$ cat src/scr_pkg.sv
// Notes on behaviour
// - reading the start trigger register always returns zero.
// - stop trigger clears the enable status bit; the trigger self-clears once status is zero.
// - stopping keeps control registers, shift register, pins and error flags unchanged.
// - stop trigger reads zero, resets to zero, only bits 0 and 1 matter.
// - start trigger sets the channel's read-only enable status bit.
// - enable status reads one while operating, zero while stopped; resets to zero.
// - while enabled, clock buffer ignores writes and follows the transfer's clock.
// - while stopped, clock buffer is software writable and drives the clock pin.
// - with output enable set, data buffer ignores writes and follows the transfer; the code follows it only while channel 0 is enabled, else holds.
// - with output enable clear, data buffer takes writes and drives the data pin.
// - data buffer resets to 03h; bit 0 is channel 0, bit 1 reads one.
// - clock buffer resets to 03h; bit 0 is channel 0, bit 1 reads one.
// - output enable resets to zero; bit 0 enables channel 0 transfer output.
// - start trigger during a transfer stops it into wait, keeping registers and pins.
package scr_pkg;

	localparam int SCR_NUM_CH = 2;
	localparam int SCR_AW = 20;
	localparam int SCR_DW = 8;

	// register indices; the byte address equals the index
	localparam logic [SCR_AW-1:0] SCR_IDX_STATUS = 20'hf0120;
	localparam logic [SCR_AW-1:0] SCR_IDX_START = 20'hf0122;
	localparam logic [SCR_AW-1:0] SCR_IDX_STOP = 20'hf0124;
	localparam logic [SCR_AW-1:0] SCR_IDX_DOUT = 20'hf0128;
	localparam logic [SCR_AW-1:0] SCR_IDX_CKOUT = 20'hf0129;
	localparam logic [SCR_AW-1:0] SCR_IDX_OE = 20'hf012a;

	localparam logic [SCR_DW-1:0] SCR_READ_ZERO = 8'h00;
	localparam logic [SCR_DW-1:0] SCR_FIXED_ONE = 8'h02;
	localparam logic [SCR_DW-1:0] SCR_RST_DOUT = 8'h03;
	localparam logic [SCR_DW-1:0] SCR_RST_CKOUT = 8'h03;
	localparam logic [SCR_DW-1:0] SCR_RST_OE = 8'h00;
	localparam logic [SCR_DW-1:0] SCR_RST_RDATA = 8'h00;
	localparam logic SCR_RST_STATUS_BIT = 1'b0;
	localparam int SCR_BIT_CH0 = 0;

	typedef enum {
		SCR_BUS_IDLE,
		SCR_BUS_ACK
	} scr_bus_st_t;

	typedef struct packed {
		logic [SCR_AW-1:0] addr;
		logic rd;
		logic wr;
		logic [SCR_DW-1:0] wdata;
	} scr_req_t;

	// values produced by the channel 0 transfer engine
	typedef struct packed {
		logic so;
		logic ck;
	} scr_eng_t;

endpackage

$ cat src/scr_chan_ctl.sv
module scr_chan_ctl import scr_pkg::*; (
	// clock and reset
	input wire logic i_sys_clk,
	input wire logic i_sys_rst,
	// trigger writes, one-cycle strobes
	input wire logic i_start_wr,
	input wire logic i_stop_wr,
	// status and engine strobes
	output logic o_enable,
	output logic o_start_pulse,
	output logic o_stop_pulse
);

	logic en_q, en_d;
	logic ss_q, ss_d;
	logic st_q, st_d;
	logic sp_q, sp_d;
	logic tp_q, tp_d;

	always_comb begin
		en_d = en_q;
		if (st_q) begin
			en_d = 1'b0;
		end else if (ss_q) begin
			en_d = 1'b1;
		end
		// trigger bits drop once status has reached its target
		st_d = i_stop_wr | (st_q & en_q);
		// a pending stop also cancels a pending start
		ss_d = i_start_wr | (ss_q & ~en_q & ~st_q);
		// restart during a transfer tells the engine to drop into wait
		sp_d = i_start_wr;
		tp_d = i_stop_wr;
	end

	always_ff @(posedge i_sys_clk) begin
		if (i_sys_rst) begin
			en_q <= SCR_RST_STATUS_BIT;
			ss_q <= 1'b0;
			st_q <= 1'b0;
			sp_q <= 1'b0;
			tp_q <= 1'b0;
		end else begin
			en_q <= en_d;
			ss_q <= ss_d;
			st_q <= st_d;
			sp_q <= sp_d;
			tp_q <= tp_d;
		end
	end

	assign o_enable = en_q;
	assign o_start_pulse = sp_q;
	assign o_stop_pulse = tp_q;

endmodule

$ cat src/scr_run_ctrl.sv
// Design decision made here: the Avalon-MM slave port.
module scr_run_ctrl import scr_pkg::*; #(
	parameter int NUM_CH = SCR_NUM_CH
) (
	// clock and reset
	input wire logic i_sys_clk,
	input wire logic i_sys_rst,

	// avalon-mm slave
	input wire logic [SCR_AW-1:0] i_avs_address,
	input wire logic i_avs_read,
	input wire logic i_avs_write,
	input wire logic [SCR_DW-1:0] i_avs_writedata,
	output logic [SCR_DW-1:0] o_avs_readdata,
	output logic o_avs_waitrequest,

	// channel engines
	input wire scr_eng_t i_eng,
	output logic [NUM_CH-1:0] o_chan_enable,
	output logic [NUM_CH-1:0] o_start_pulse,
	output logic [NUM_CH-1:0] o_stop_pulse,

	// pins of channel 0
	output logic o_sdo,
	output logic o_sck
);

	scr_req_t req;

	scr_bus_st_t bus_q;
	scr_bus_st_t bus_d;

	logic wait_q;
	logic wait_d;

	logic [SCR_DW-1:0] rdata_q;
	logic [SCR_DW-1:0] rdata_d;
	logic [SCR_DW-1:0] rdata_mux;

	logic accept;
	logic wr_acc;

	logic hit_status;
	logic hit_start;
	logic hit_stop;
	logic hit_dout;
	logic hit_ckout;
	logic hit_oe;

	logic [NUM_CH-1:0] start_wr;
	logic [NUM_CH-1:0] stop_wr;
	logic [NUM_CH-1:0] enable;

	logic dout_q;
	logic dout_d;
	logic ckout_q;
	logic ckout_d;
	logic oe_q;
	logic oe_d;

	// request bundle

	always_comb begin
		req.addr = i_avs_address;
		req.rd = i_avs_read;
		req.wr = i_avs_write;
		req.wdata = i_avs_writedata;
	end

	// address decode

	always_comb begin
		hit_status = (req.addr == SCR_IDX_STATUS);
		hit_start = (req.addr == SCR_IDX_START);
		hit_stop = (req.addr == SCR_IDX_STOP);
		hit_dout = (req.addr == SCR_IDX_DOUT);
		hit_ckout = (req.addr == SCR_IDX_CKOUT);
		hit_oe = (req.addr == SCR_IDX_OE);
	end

	// bus handshake: one wait cycle, then a single cycle with waitrequest low.
	// the write lands on the edge that ends that cycle, the same edge at which
	// the master sees waitrequest low, so no request is ever taken twice.

	always_comb begin
		bus_d = bus_q;
		wait_d = 1'b1;
		unique case (bus_q)
			SCR_BUS_IDLE: begin
				if (req.rd | req.wr) begin
					bus_d = SCR_BUS_ACK;
					wait_d = 1'b0;
				end
			end
			SCR_BUS_ACK: begin
				bus_d = SCR_BUS_IDLE;
			end
		endcase
	end

	always_comb begin
		accept = (bus_q == SCR_BUS_ACK);
		wr_acc = accept & req.wr;
	end

	always_ff @(posedge i_sys_clk) begin
		if (i_sys_rst) begin
			bus_q <= SCR_BUS_IDLE;
			wait_q <= 1'b1;
		end else begin
			bus_q <= bus_d;
			wait_q <= wait_d;
		end
	end

	// read data
	// trigger registers read as zero; unmapped addresses read as zero too.
	// read data are sampled a cycle before the master takes them, so a
	// status change in that cycle shows on the next read.

	always_comb begin
		rdata_mux = SCR_READ_ZERO;
		if (hit_status) begin
			rdata_mux = SCR_DW'(enable);
		end else if (hit_start) begin
			rdata_mux = SCR_READ_ZERO;
		end else if (hit_stop) begin
			rdata_mux = SCR_READ_ZERO;
		end else if (hit_dout) begin
			rdata_mux = SCR_FIXED_ONE;
			rdata_mux[SCR_BIT_CH0] = dout_q;
		end else if (hit_ckout) begin
			rdata_mux = SCR_FIXED_ONE;
			rdata_mux[SCR_BIT_CH0] = ckout_q;
		end else if (hit_oe) begin
			rdata_mux = SCR_READ_ZERO;
			rdata_mux[SCR_BIT_CH0] = oe_q;
		end
	end

	always_comb begin
		rdata_d = rdata_q;
		if (bus_q == SCR_BUS_IDLE) begin
			if (req.rd) begin
				rdata_d = rdata_mux;
			end
		end
	end

	always_ff @(posedge i_sys_clk) begin
		if (i_sys_rst) begin
			rdata_q <= SCR_RST_RDATA;
		end else begin
			rdata_q <= rdata_d;
		end
	end

	// run control per channel; bits above the channel count are ignored

	always_comb begin
		for (int i = 0; i < NUM_CH; i++) begin
			start_wr[i] = wr_acc & hit_start & req.wdata[i];
			stop_wr[i] = wr_acc & hit_stop & req.wdata[i];
		end
	end

	for (genvar g = 0; g < NUM_CH; g++) begin : g_chan
		scr_chan_ctl u_chan (
			.i_sys_clk(i_sys_clk),
			.i_sys_rst(i_sys_rst),
			.i_start_wr(start_wr[g]),
			.i_stop_wr(stop_wr[g]),
			.o_enable(enable[g]),
			.o_start_pulse(o_start_pulse[g]),
			.o_stop_pulse(o_stop_pulse[g])
		);
	end

	// output enable of channel 0

	always_comb begin
		oe_d = oe_q;
		if (wr_acc & hit_oe) begin
			oe_d = req.wdata[SCR_BIT_CH0];
		end
	end

	// data output buffer
	// with output enabled the buffer tracks the transfer only while the
	// channel runs; once stopped it keeps its last level.

	always_comb begin
		dout_d = dout_q;
		if (oe_q) begin
			if (enable[SCR_BIT_CH0]) begin
				dout_d = i_eng.so;
			end else begin
				dout_d = dout_q;
			end
		end else if (wr_acc & hit_dout) begin
			dout_d = req.wdata[SCR_BIT_CH0];
		end
	end

	// clock output buffer

	always_comb begin
		ckout_d = ckout_q;
		if (enable[SCR_BIT_CH0]) begin
			ckout_d = i_eng.ck;
		end else if (wr_acc & hit_ckout) begin
			ckout_d = req.wdata[SCR_BIT_CH0];
		end
	end

	always_ff @(posedge i_sys_clk) begin
		if (i_sys_rst) begin
			oe_q <= SCR_RST_OE[SCR_BIT_CH0];
			dout_q <= SCR_RST_DOUT[SCR_BIT_CH0];
			ckout_q <= SCR_RST_CKOUT[SCR_BIT_CH0];
		end else begin
			oe_q <= oe_d;
			dout_q <= dout_d;
			ckout_q <= ckout_d;
		end
	end

	// outputs, each straight from a flip-flop

	assign o_avs_readdata = rdata_q;
	assign o_avs_waitrequest = wait_q;
	assign o_chan_enable = enable;
	assign o_sdo = dout_q;
	assign o_sck = ckout_q;

endmodule

$ cat config.mk
export PLATFORM = sky130hd
export DESIGN_NAME = scr_run_ctrl
export DESIGN_NICKNAME = d
export VERILOG_FILES = /design/src/scr_pkg.sv /design/src/scr_chan_ctl.sv /design/src/scr_run_ctrl.sv
export SDC_FILE = /design/constraint.sdc
export NUM_CORES = 1
export LEC_CHECK = 0
export ABC_AREA = 1
export BUFFER_PORTS_ARGS = -buffer_cell sky130_fd_sc_hd__buf_2
export CELL_PAD_IN_SITES_DETAIL_PLACEMENT = 0
export CELL_PAD_IN_SITES_GLOBAL_PLACEMENT = 1
export CORE_UTILIZATION = 28
export DETAILED_ROUTE_END_ITERATION = 10
export GPL_TIMING_DRIVEN = 0
export PLACE_DENSITY = 0.85
export SYNTH_ARGS = -nofsm -noshare
export SYNTH_HDL_FRONTEND = slang
export SYNTH_SLANG_ARGS = --single-unit
export TNS_END_PERCENT = 10
$ cat constraint.sdc
create_clock -name i_sys_clk -period 1.1 [get_ports i_sys_clk]
set_input_delay 0.055 -clock i_sys_clk [delete_from_list [all_inputs] [get_ports i_sys_clk]]
set_output_delay 0.055 -clock i_sys_clk [all_outputs]
set_load 0.02 [all_outputs]
======== Yosys cells after proc, flatten, opt, wreduce, memory -nomap -nowiden ========
Cells that the tools add are included.
word-level totals
  bits in registers ....................... 54
  latch bits .............................. 0
  RAM bits ................................ 0
  memory bits (read-only) ................. 0
  input bits .............................. 34
  output and inout port bits .............. 17
  logic and storage cells ................. 75
  memories kept ........................... 0
cells by class
  add/subtract/negate cells ............... 0
  $mul .................................... 0
  div/mod/pow operators ................... 0
  magnitude comparators ................... 0
  equal/unequal tests ..................... 10
  shifts and indexed selects .............. 0
  multiplexer cells ....................... 14
  bitwise gates (word level) .............. 26
  reduce and logical (&&, ||, !) cells .... 9
operator list
  kind                    number
  $eq A20 B20 Y1 const B  6
  $logic_not A32 Y1       2
  $pmux W32 S2            1
  $eq A32 B1 Y1 const B   1
  $eq A32 B2 Y1 const B   1
  $mux W32                1
  $and A1 B1 Y1           16
  $mux W2                 5
  $mux W1                 7
  $reduce_or A2 Y1        3
  $not A1 Y1              5
  $or A1 B1 Y1            5
  $reduce_and A2 Y1       2
  $reduce_bool A2 Y1      2
  $ne A2 B1 Y1 const B    1
  $ne A2 B2 Y1 const B    1

======== Longest topological paths before layout ========
Gate-level depths: netlist of the first run.
  depth after elaboration ................. 7
  depth in mapped cells ................... 11
  mapped depth without buffers ............ 11

======== Cells and area by module ========
A second synthesis of the first run with hierarchy kept.
second synthesis, totals
  cells, all modules ...................... 149
  area total of the unflattened synthesis .. 965.9 µm²
by module, submodules not included
  module        instances  cells an instance  area each (µm²)  sequential area each (µm²)
  scr_run_ctrl  1          113                653.1            140.1
  scr_chan_ctl  2          18                 156.4            100.1

======== Least setup slack after synthesis of the first run ========
No wires, ideal clock.
  kind .................................... input to register
  start point ............................. in i_avs_address[15]
  end point ............................... reg ckout_q, in the netlist o_sck
  setup time .............................. 125 ps
  data arrival time ....................... 784 ps
  data required time ...................... 975 ps
  slack ................................... 191 ps
  stages on the path ...................... 8
  path buffers ............................ 0
  cell sequence ........................... nor2_1 > nand2_1 > nor2_4 > nand3_1 > nor2_2 > nor2_1 > a21oi_1 > nand3_1
on the way
  cells in the longest elaborated chain, start to end .. 3
RTL lines
  what                          RTL line             source
  start: declaration            scr_run_ctrl.sv:10   input wire logic [SCR_AW-1:0] i_avs_address,
  $eq A20 B20 Y1                scr_run_ctrl.sv:77   hit_ckout = (req.addr == SCR_IDX_CKOUT);
  $and A1 B1 Y1                 scr_run_ctrl.sv:211  end else if (wr_acc & hit_ckout) begin
  $reduce_bool A2 Y1 (no line)  n/a
  end signal: assignment        scr_run_ctrl.sv:220  ckout_q <= SCR_RST_CKOUT[SCR_BIT_CH0];
  end signal: assignment        scr_run_ctrl.sv:224  ckout_q <= ckout_d;
  end: declaration              scr_run_ctrl.sv:56   logic ckout_q;
Every way passes these cells.
A chain may end at the register's enable or synchronous reset.

======== Worst setup path in the final report of the first run ========
  start point ............................. in i_avs_write
  end point ............................... reg g_chan[1].u_chan.st_q
on the way
  cells in the longest elaborated chain, start to end .. 4
RTL lines
  what                         RTL line             source
  start: declaration           scr_run_ctrl.sv:12   input wire logic i_avs_write,
  $and A1 B1 Y1                scr_run_ctrl.sv:103  wr_acc = accept & req.wr;
  $and A1 B1 Y1 (2 in series)  scr_run_ctrl.sv:163  stop_wr[i] = wr_acc & hit_stop & req.wdata[i];
  $or A1 B1 Y1                 scr_chan_ctl.sv:28   st_d = i_stop_wr | (st_q & en_q);
  end signal: assignment       scr_chan_ctl.sv:46   st_q <= st_d;
  end: declaration             scr_chan_ctl.sv:16   logic st_q, st_d;
Every way passes these cells.

==> results of run 1 <==
final cells by class:
class                      instances  area share, %
tap                               44           4.40
clock buffer                       4           2.10
inverter                          22           6.61
timing repair buffer              41           17.6
sequential                        17           27.4
buffer                            12           7.21
multi-input combinational         87           34.6
worst max-delay path by stage:
stage                                          from  cells after the start               endpoint  slack (ns)
after detailed placement          i_avs_address[15]                      8  g_chan[1].u_chan.st_q       -0.06
after floorplan                   i_avs_address[15]                      8                  o_sck        0.19
after global routing                    i_avs_write                      6  g_chan[1].u_chan.st_q        0.02
after CTS                 g_chan[0].u_chan.o_enable                      2       o_chan_enable[0]       0.005
after global placement            i_avs_address[13]                      8  g_chan[1].u_chan.st_q       -0.04
final                                   i_avs_write                      6  g_chan[1].u_chan.st_q        0.07
logic make-up after synthesis:
family                 share of synthesized area (%)
DFF                                             37.4
and+or+nand+nor                                 32.5
buffers and inverters                           19.0
other                                          0.412
AOI/OAI and AO/OA                               10.7
power by group:
group / internal [W] / switching [W] / leakage [nW]
clock network: 0.000141 / 0.000186 / 0.0150
registers: 0.000626 / 0.00000705 / 0.139
logic: 0.0000851 / 0.000102 / 0.488
synth_stat cells:
| cell | number | area share, % |
|---|---|---|
| inv_1 | 22 | 9.1 |
| a21oi_1 | 7 | 3.9 |
| nor3_2 | 1 | 1.1 |
| a21o_1 | 1 | 0.83 |
| conb_1 | 1 | 0.41 |
| dfxtp_1 | 17 | 37 |
| nand3_1 | 10 | 5.5 |
| nor2_1 | 22 | 9.1 |
| o32ai_1 | 4 | 3.9 |
| nor2_2 | 3 | 2.1 |
| nand2_1 | 23 | 9.5 |
| nand4_1 | 2 | 1.4 |
| o21ai_0 | 4 | 2.2 |
| nand2_2 | 2 | 1.4 |
| buf_4 | 12 | 9.9 |
| nor2_4 | 2 | 2.5 |
metal layers:
| layer | part of all wire, % | global-route usage, % | vias to the layer above |
|---|---|---|---|
| met5 | 0 | 0 | - |
| met2 | 48 | 22.1 | 20 |
| met4 | 0 | 4.08 | 0 |
| met1 | 47 | 15.3 | 377 |
| li1 | - | - | 502 |
| met3 | 4.1 | 1.31 | 0 |
through the flow:
step                TNS, ns  area (um^2)  instances  utilization [%]  worst slack [ns]
floorplan                 0          928        138                -             0.191
global placement    -0.0796         1170        220             38.1           -0.0369
detailed placement   -0.156         1170        220             38.1           -0.0574
CTS                       0         1230        227             40.0           0.00499
global route              0         1250        227             40.6            0.0173
finish                    0         1250        227             40.6            0.0693
sequential cells by signal, summed over array words and instances, names as in the netlist:
signal and count:
o_sck 1, o_sdo 1, g_chan.u_chan.st_q 2, g_chan.u_chan.o_stop_pulse 2, g_chan.u_chan.o_start_pulse 2, g_chan.u_chan.ss_q 2
o_avs_waitrequest 1, oe_q 1, bus_q 1, g_chan.u_chan.o_enable 2, o_avs_readdata 2
worst max-delay path, delay by kind of cell:
| kind | cells | cell delay, ns |
|---|---|---|
| compound gates | 1 | 0.18 |
| buf+inv | 3 | 0.72 |
| simple gates | 2 | 0.28 |
timing repair:
| item | in CTS | in global routing |
|---|---|---|
| hold buffers | 3 | 0 |
| setup endpoints to repair | 0 | 9 |
| resized for setup | 0 | 7 |
| buffers inserted | 0 | 0 |
| hold endpoints to repair | 2 | 0 |
==> results.md, run 1 <==
- Status: finished clean
- Final Hold Fails: 0
- Total die area: 3480 um^2
- Core Region: 3080 um^2
- First-pass GRT wire length: 3.35 mm
- Hold_sp: i_sys_rst
- Clk_skew: 0.00649 ns
- Worst path cell trace: dlygate4sd3_1 > buf_2 > nand2_2 > inv_2 > nand4_1 > o32ai_2
- CTS tree: built
- Antenna Nets Post-Route: 0
- Layout area overhead: 37.4%
- R2r setup slk: 0.10 ns
- Commonest non-fill, non-tap cells in the layout: 38 x buf_2, 22 x nand2_1, 21 x inv_1, 21 x nor2_1, 15 x dfxtp_1
- CTS root buf: clkbuf_4
- Syn. warnings: 0
- TritonCTS buffer count: 3
- End of the worst hold path: g_chan[0].u_chan.st_q
- ANT cells: 0
- Vias per cell: 3.96
- Commonest non-fill, non-tap cell in the layout: buf_2
- Initial antenna violation count: 0
- R2r endpoint: g_chan[1].u_chan.st_q
- Number of global-route vias before repair: 836
- Nets: 218
- Total power: 0.00115 W
- Initial Util: 29.6%
- Pwr per Cell Area: 918 nW/um^2
- Required @ worst endpoint: 1.31 ns
- Fill cells: 347
- Die span in x: 59.0 um
- Drt total wl: 1.91 mm
- Htree depth: 1
- Pleak: 0.641 nW
- Mapped Avg Cell Area: 6.84 um^2
- Register area: 343 um^2
- DP Wirelength: 1.57 mm
- CTS Buffer Depth: 2
- Die height: 59.0 um
- Mapped cell area: 910 um^2
- Routed WL per cell: 8.41 um
- Worst ir drop on vdd: 0.563 mV
- # IOs: 51
- Synth cell types: 16
- Gp weighted congestion: 0.737
- Initial DRT Pass Iterations: 4
- Seq/Total Area, Yosys: 37.4%
- Input/output buffers: 38
- CP Class: in -> reg
- Max Transition Viols Final: 0
- Worst-path clk slew: 0.10 ns
- DR vias: 899
- Drc violations: 0
- R2R Path Start: bus_q[0]
- RSZ-0062 raised after global routing: no
- Critical Path Max Stage Delay: 0.53 ns
- Max cap viols: 0
- Slowest cell on crit path: dlygate4sd3_1
- Clk_lat worst skew: 0.28 ns
- Number of setup violations in the final report: 0
- Share of layout cells above drive strength 1: 36.6%
- Row cnt: 20
- Drt first-iter violations: 14
- Fmax: 0.970 GHz
- Hold depth: 2
- R2R depth: 4
- Hold slack: 0.0368 ns
- Multi-input gate area in the final layout: 433 um^2
- Critical Path AT: 1.24 ns
- Final Cycle Share: 93.7%
- Total gr overflow: 0
- GR Util All Layers: 12.3%
- Critical path peak fanout: 4
- Final min period: 1.03 ns
- Startpoint Class: input pin
- Syn Inst Count: 133
- Clock sink count: 17
- Largest net degree at the start of global routing: 10
- Crit. End Element: flip-flop
- Yosys reg bits: 17
- Hold Path Class: in -> reg
No activity file was read; power rests on OpenSTA's default activity.
==> run 2, diff against run 1 <==
Settings changed: PLACE_DENSITY 0.85 to 0.76, SKIP_LAST_GASP set to 1.
==> results.md, run 2 (synthesis results as in run 1) <==
- Crit. End Element: flip-flop
- Die height: 59.0 um (unchanged)
- Core Util, Final: 40.1% (-0.53 points)
- Clk_skew: 0.00296 ns (-0.00353 ns)
- Clock sink count: 17 (unchanged)
- Worst ir drop on vdd: 0.368 mV (-35%)
- Commonest non-fill, non-tap cells in the layout: 38 x buf_2, 23 x nand2_1, 22 x nor2_1, 21 x inv_1, 16 x dfxtp_1
- Largest net degree at the start of global routing: 10 (unchanged)
- CTS tree: built
- Inst Count DP: 220 (unchanged)
- Pleak: 0.636 nW (-0.87%)
- Initial DRT Pass Iterations: 4 (unchanged)
- Htree depth: 1 (unchanged)
- Drt first-iter violations: 17 (+3)
- Input/output buffers: 38 (unchanged)
- Sw power: 0.000295 W (-0.20%)
- Sequential share of power: 55.2% (about the same)
- Fmax: 0.956 GHz (-1.5%)
- CTS root buf: clkbuf_4
- TritonCTS buffer count: 3 (unchanged)
- Combinational Power Share: 16.0% (-0.3 points)
- Crit path top cell by count: inv_1
- Antenna Nets Post-Route: 0 (unchanged)
- Final min period: 1.05 ns (+0.0157 ns)
- Vias per cell: 4.06 (+2.5%)
- First-pass GRT wire length: 3.21 mm (-4.1%)
- Final cell count without fillers: 226 (-0.44%)
- Total die area: 3480 um^2 (unchanged)
- CTS Buffer Depth: 2 (unchanged)
- Clock power frac: 28.8% (+0.3 points)
- Routed WL per cell: 8.64 um (+2.7%)
- Core Region: 3080 um^2 (unchanged)
- DP Wirelength: 1.63 mm (+4.2%)
- Worst path cell trace: dlygate4sd3_1 > buf_2 > inv_1 > nor2_1 > inv_1 > a21oi_1 > nand3_1 > nand2_1 > inv_1
- Final Cycle Share: 95.1% (+1.4 points)
- Nets: 217 (-0.46%)
- Layout area overhead: 35.6%
- Status: finished clean
- Cell Int Power: 0.000847 W (-0.55%)
- Commonest non-fill, non-tap cell in the layout: buf_2
- Final Hold Fails: 0 (unchanged)
- Max Transition Viols Final: 0 (unchanged)
- Gp weighted congestion: 0.720 (-2.2%)
- Pwr per Cell Area: 926 nW/um^2 (+0.86%)
- Slowest cell on crit path: dlygate4sd3_1
- Initial antenna violation count: 0 (unchanged)
- Required @ worst endpoint: 1.30 ns (about the same)
- Max cap viols: 0 (unchanged)
- Hold Path Class: in -> reg
- Sw frac: 25.8% (+0.067 points)
- Critical path peak fanout: 3 (-1)
- WP buf/inv: 5 (+2)
- Initial Util: 29.6% (unchanged)
- Crit-path leading delay family: buffers and inverters
- Row cnt: 20 (unchanged)
- Startpoint Class: input pin
- Number of global-route vias before repair: 771 (-7.8%)
- ANT cells: 0 (unchanged)
- Die span in x: 59.0 um (unchanged)
- Critical Path Max Stage Delay: 0.52 ns (about the same)
- Drt total wl: 1.95 mm (+2.3%)
- RSZ-0062 raised after global routing: yes
- Share of layout cells above drive strength 1: 35.7% (-0.90 points)
- Clk_lat worst skew: 0.29 ns (about the same)
- Total power: 0.00114 W (-0.46%)
- CP Class: in -> reg
- Total gr overflow: 0 (unchanged)
- GR Util All Layers: 12.2% (-0.12 points)
- Drc violations: 0 (unchanged)
- Worst-path clk slew: 0.09 ns (about the same)
- Critical Path AT: 1.25 ns (about the same)
- Number of setup violations in the final report: 0 (unchanged)
- DR vias: 917 (+2.0%)
- # IOs: 51 (unchanged)
-- run 2: changes by cell type in the layout (fill, tap and decap cells not counted), sizes merged --
cell / delta
dlygate4sd3: -1
-- run 2: power groups by stage --
stage          combinational (W)  clock, W  sequential [W]
5_1_grt                 0.000203  0.000353        0.000633
4_1_cts                 0.000182  0.000338        0.000631
3_5_place_dp            0.000176         0        0.000646
3_3_place_gp            0.000173         0        0.000645
6_report                0.000182  0.000329        0.000631
2_1_floorplan          0.0000935         0        0.000654
-- run 2: cell type report --
| cell class | instances | area [um^2] |
|---|---|---|
| Buffer | 12 | 90.1 |
| Inverter | 22 | 82.6 |
| Tap cell | 44 | 55.1 |
| Timing Repair Buffer | 40 | 210 |
| Clock buffer | 4 | 26.3 |
| Multi-Input combinational cell | 87 | 428 |
| Fill cell | 339 | 1840 |
| Sequential cell | 17 | 342 |
-- run 2: metrics by stage --
stage | cell area [um^2] | hold WS, ns | TNS (ns) | setup slack [ns]
6_report | 1230 | 0.00939 | 0 | 0.0536
5_1_grt | 1230 | 0.0375 | -0.130 | -0.0377
4_1_cts | 1220 | 0.00505 | 0 | 0.0273
3_5_place_dp | 1170 | 0.274 | -0.136 | -0.0422
3_3_place_gp | 1170 | 0.266 | -0.0322 | -0.0165
2_1_floorplan | 928 | 0.169 | 0 | 0.191
-- run 2: path summary, 6_finish.rpt --
path	from	cells past startpoint	end	slack [ns]
setup reg to reg	bus_q[0]	4	g_chan[0].u_chan.st_q	0.06
hold reg to reg	g_chan[0].u_chan.ss_q	2	g_chan[0].u_chan.o_enable	0.46
hold / removal	i_avs_write	2	o_avs_waitrequest	0.009
setup / recovery	i_avs_read	9	o_avs_readdata[0]	0.05
-- run 2: per-layer routing --
metal,vias to the layer above,track usage (%),share of wire (%)
met4,0,6.12,1.1
met1,393,15.6,47
met2,25,19.6,47
li1,497,-,-
met3,2,2.18,4.2
met5,-,0,0
-- run 2: worst register-to-register path, stage by stage (launching register included) --
cell     delay [ns]
dfxtp_1        0.36
nand2_1        0.12
inv_2          0.10
nand4_1        0.21
o32ai_1        0.18
-- run 2: timing repair --
| action | 4_1_cts | 5_1_grt |
|---|---|---|
| endpoints found under the hold margin | 2 | 0 |
| endpoints found under the setup margin | 1 | 5 |
| resized for setup | 1 | 3 |
| buffers inserted | 0 | 0 |
| hold buffers | 2 | 0 |
| pin swaps | 0 | 2 |
==> run 3, diff against run 2 <==
Clock period 1.1 ns to 1.2 ns, I/O delays scaled along.
==> results.md, run 3 (synthesis results as in run 1) <==
- Status: finished clean
- Critical Path AT: 1.04 ns (-0.21 ns)
- Die span in x: 59.0 um (unchanged)
- Max cap viols: 0 (unchanged)
- GR Util All Layers: 12.2% (unchanged)
- Number of setup violations in the final report: 0 (unchanged)
- Number of setup buffers added after CTS: 0 (unchanged)
- Commonest non-fill, non-tap cell in the layout: buf_2
- Hold Path Class: in -> reg
- CTS Buffer Depth: 2 (unchanged)
- Final Cycle Share: 91.9%
- DR vias: 923 (+0.65%)
- Pwr per Cell Area: 859 nW/um^2 (-7.3%)
- Clk_skew: 0.00482 ns (+0.00186 ns)
- Initial antenna violation count: 0 (unchanged)
- CP Class: reg -> out
- Hold-fix buffers, CTS: 2 (unchanged)
- DP Wirelength: 1.63 mm (unchanged)
- Largest net degree at the start of global routing: 10 (unchanged)
- Nets: 217 (unchanged)
- Final setup TNS: 0 ns (unchanged)
- Vias per cell: 4.08 (+0.65%)
- CTS root buf: clkbuf_4
- TritonCTS buffer count: 3 (unchanged)
- Share of layout cells above drive strength 1: 33.5% (-2.2 points)
- Core Util, Final: 39.6% (-0.45 points)
- Clock sink count: 17 (unchanged)
- Drc violations: 0 (unchanged)
- Worst ir drop on vdd: 0.339 mV (-7.8%)
- Antenna Nets Post-Route: 0 (unchanged)
- Initial DRT Pass Iterations: 4 (unchanged)
- Worst-path clk slew: 0.10 ns (about the same)
- ANT cells: 0 (unchanged)
- Drt first-iter violations: 14 (-3)
- Clk_lat worst skew: 0.29 ns (about the same)
- Total gr overflow: 0 (unchanged)
- # IOs: 51 (unchanged)
- Fmax: 0.907 GHz
- Crit. End Element: output port
- Core Region: 3080 um^2 (unchanged)
- Max Transition Viols Final: 0 (unchanged)
- Row cnt: 20 (unchanged)
- Required @ worst endpoint: 1.14 ns (-0.16 ns)
- Final Hold Fails: 0 (unchanged)
- Pleak: 0.636 nW (about the same)
- RSZ-0062 raised after global routing: no
- Initial Util: 29.6% (unchanged)
- Gp weighted congestion: 0.720 (unchanged)
- Critical path peak fanout: 6 (+3)
- Input/output buffers: 38 (unchanged)
- Startpoint Class: flip-flop
- Drt total wl: 1.93 mm (-1.3%)
- CTS tree: built
- Total die area: 3480 um^2 (unchanged)
- Die height: 59.0 um (unchanged)
- Htree depth: 1 (unchanged)
- Layout area overhead: 34.1%
- First-pass GRT wire length: 3.21 mm (unchanged)
- Post_cts resized: 0 (-1)
- Number of global-route vias before repair: 771 (unchanged)
- Final min period: 1.10 ns
- Commonest non-fill, non-tap cells in the layout: 38 x buf_2, 23 x nand2_1, 22 x inv_1, 22 x nor2_1, 17 x dfxtp_1
- Routed WL per cell: 8.52 um (-1.3%)
run 3: power by group:
part           internal, W  switching [W]  leakage, nW
combinational    0.0000737      0.0000919        0.483
sequential        0.000574     0.00000482        0.138
clock             0.000129       0.000174       0.0150
total             0.000777       0.000271        0.636
run 3: cell type report:
| type | count | area (um^2) |
|---|---|---|
| buffer | 12 | 90.1 |
| tap | 44 | 55.1 |
| inverter | 22 | 82.6 |
| timing repair buffer | 40 | 210 |
| fill | 340 | 1860 |
| multi-input combinational | 87 | 415 |
| clock buffer | 4 | 26.3 |
| sequential | 17 | 340 |
run 3: worst max-delay path, stage by stage (launching register included):
cell and delay [ns]:
dfxtp_1 0.46, buf_4 0.15, buf_2 0.15
run 3: worst paths after layout:
| kind | startpoint | endpoint | slack, ns | cells past startpoint |
|---|---|---|---|---|
| max | g_chan[0].u_chan.o_enable | o_chan_enable[0] | 0.1 | 2 |
| min | i_avs_write | o_avs_waitrequest | 0.01 | 2 |
| max reg2reg | bus_q[0] | g_chan[1].u_chan.st_q | 0.11 | 4 |
| min reg2reg | g_chan[0].u_chan.ss_q | g_chan[0].u_chan.o_enable | 0.46 | 2 |
run 3: through the flow:
stage	instances	power (W)	area [um^2]	hold slack, ns	setup slack (ns)
6_report	226	0.00105	1220	0.0143	0.0974
3_5_place_dp	220	0.000753	1170	0.279	0.0528
3_3_place_gp	220	0.000749	1170	0.271	0.0785
5_1_grt	226	0.00109	1220	0.0425	0.0213
4_1_cts	226	0.00105	1220	0.0100	0.0914
2_1_floorplan	138	0.000686	928	0.174	0.286
run 3: layer usage:
metal | GRT usage, % | part of all wire (%) | vias to the layer above
met3 | 2.18 | 4.2 | 5
li1 | - | - | 497
met5 | 0 | 0 | -
met2 | 19.6 | 47 | 24
met4 | 6.12 | 2.2 | 0
met1 | 15.6 | 47 | 397
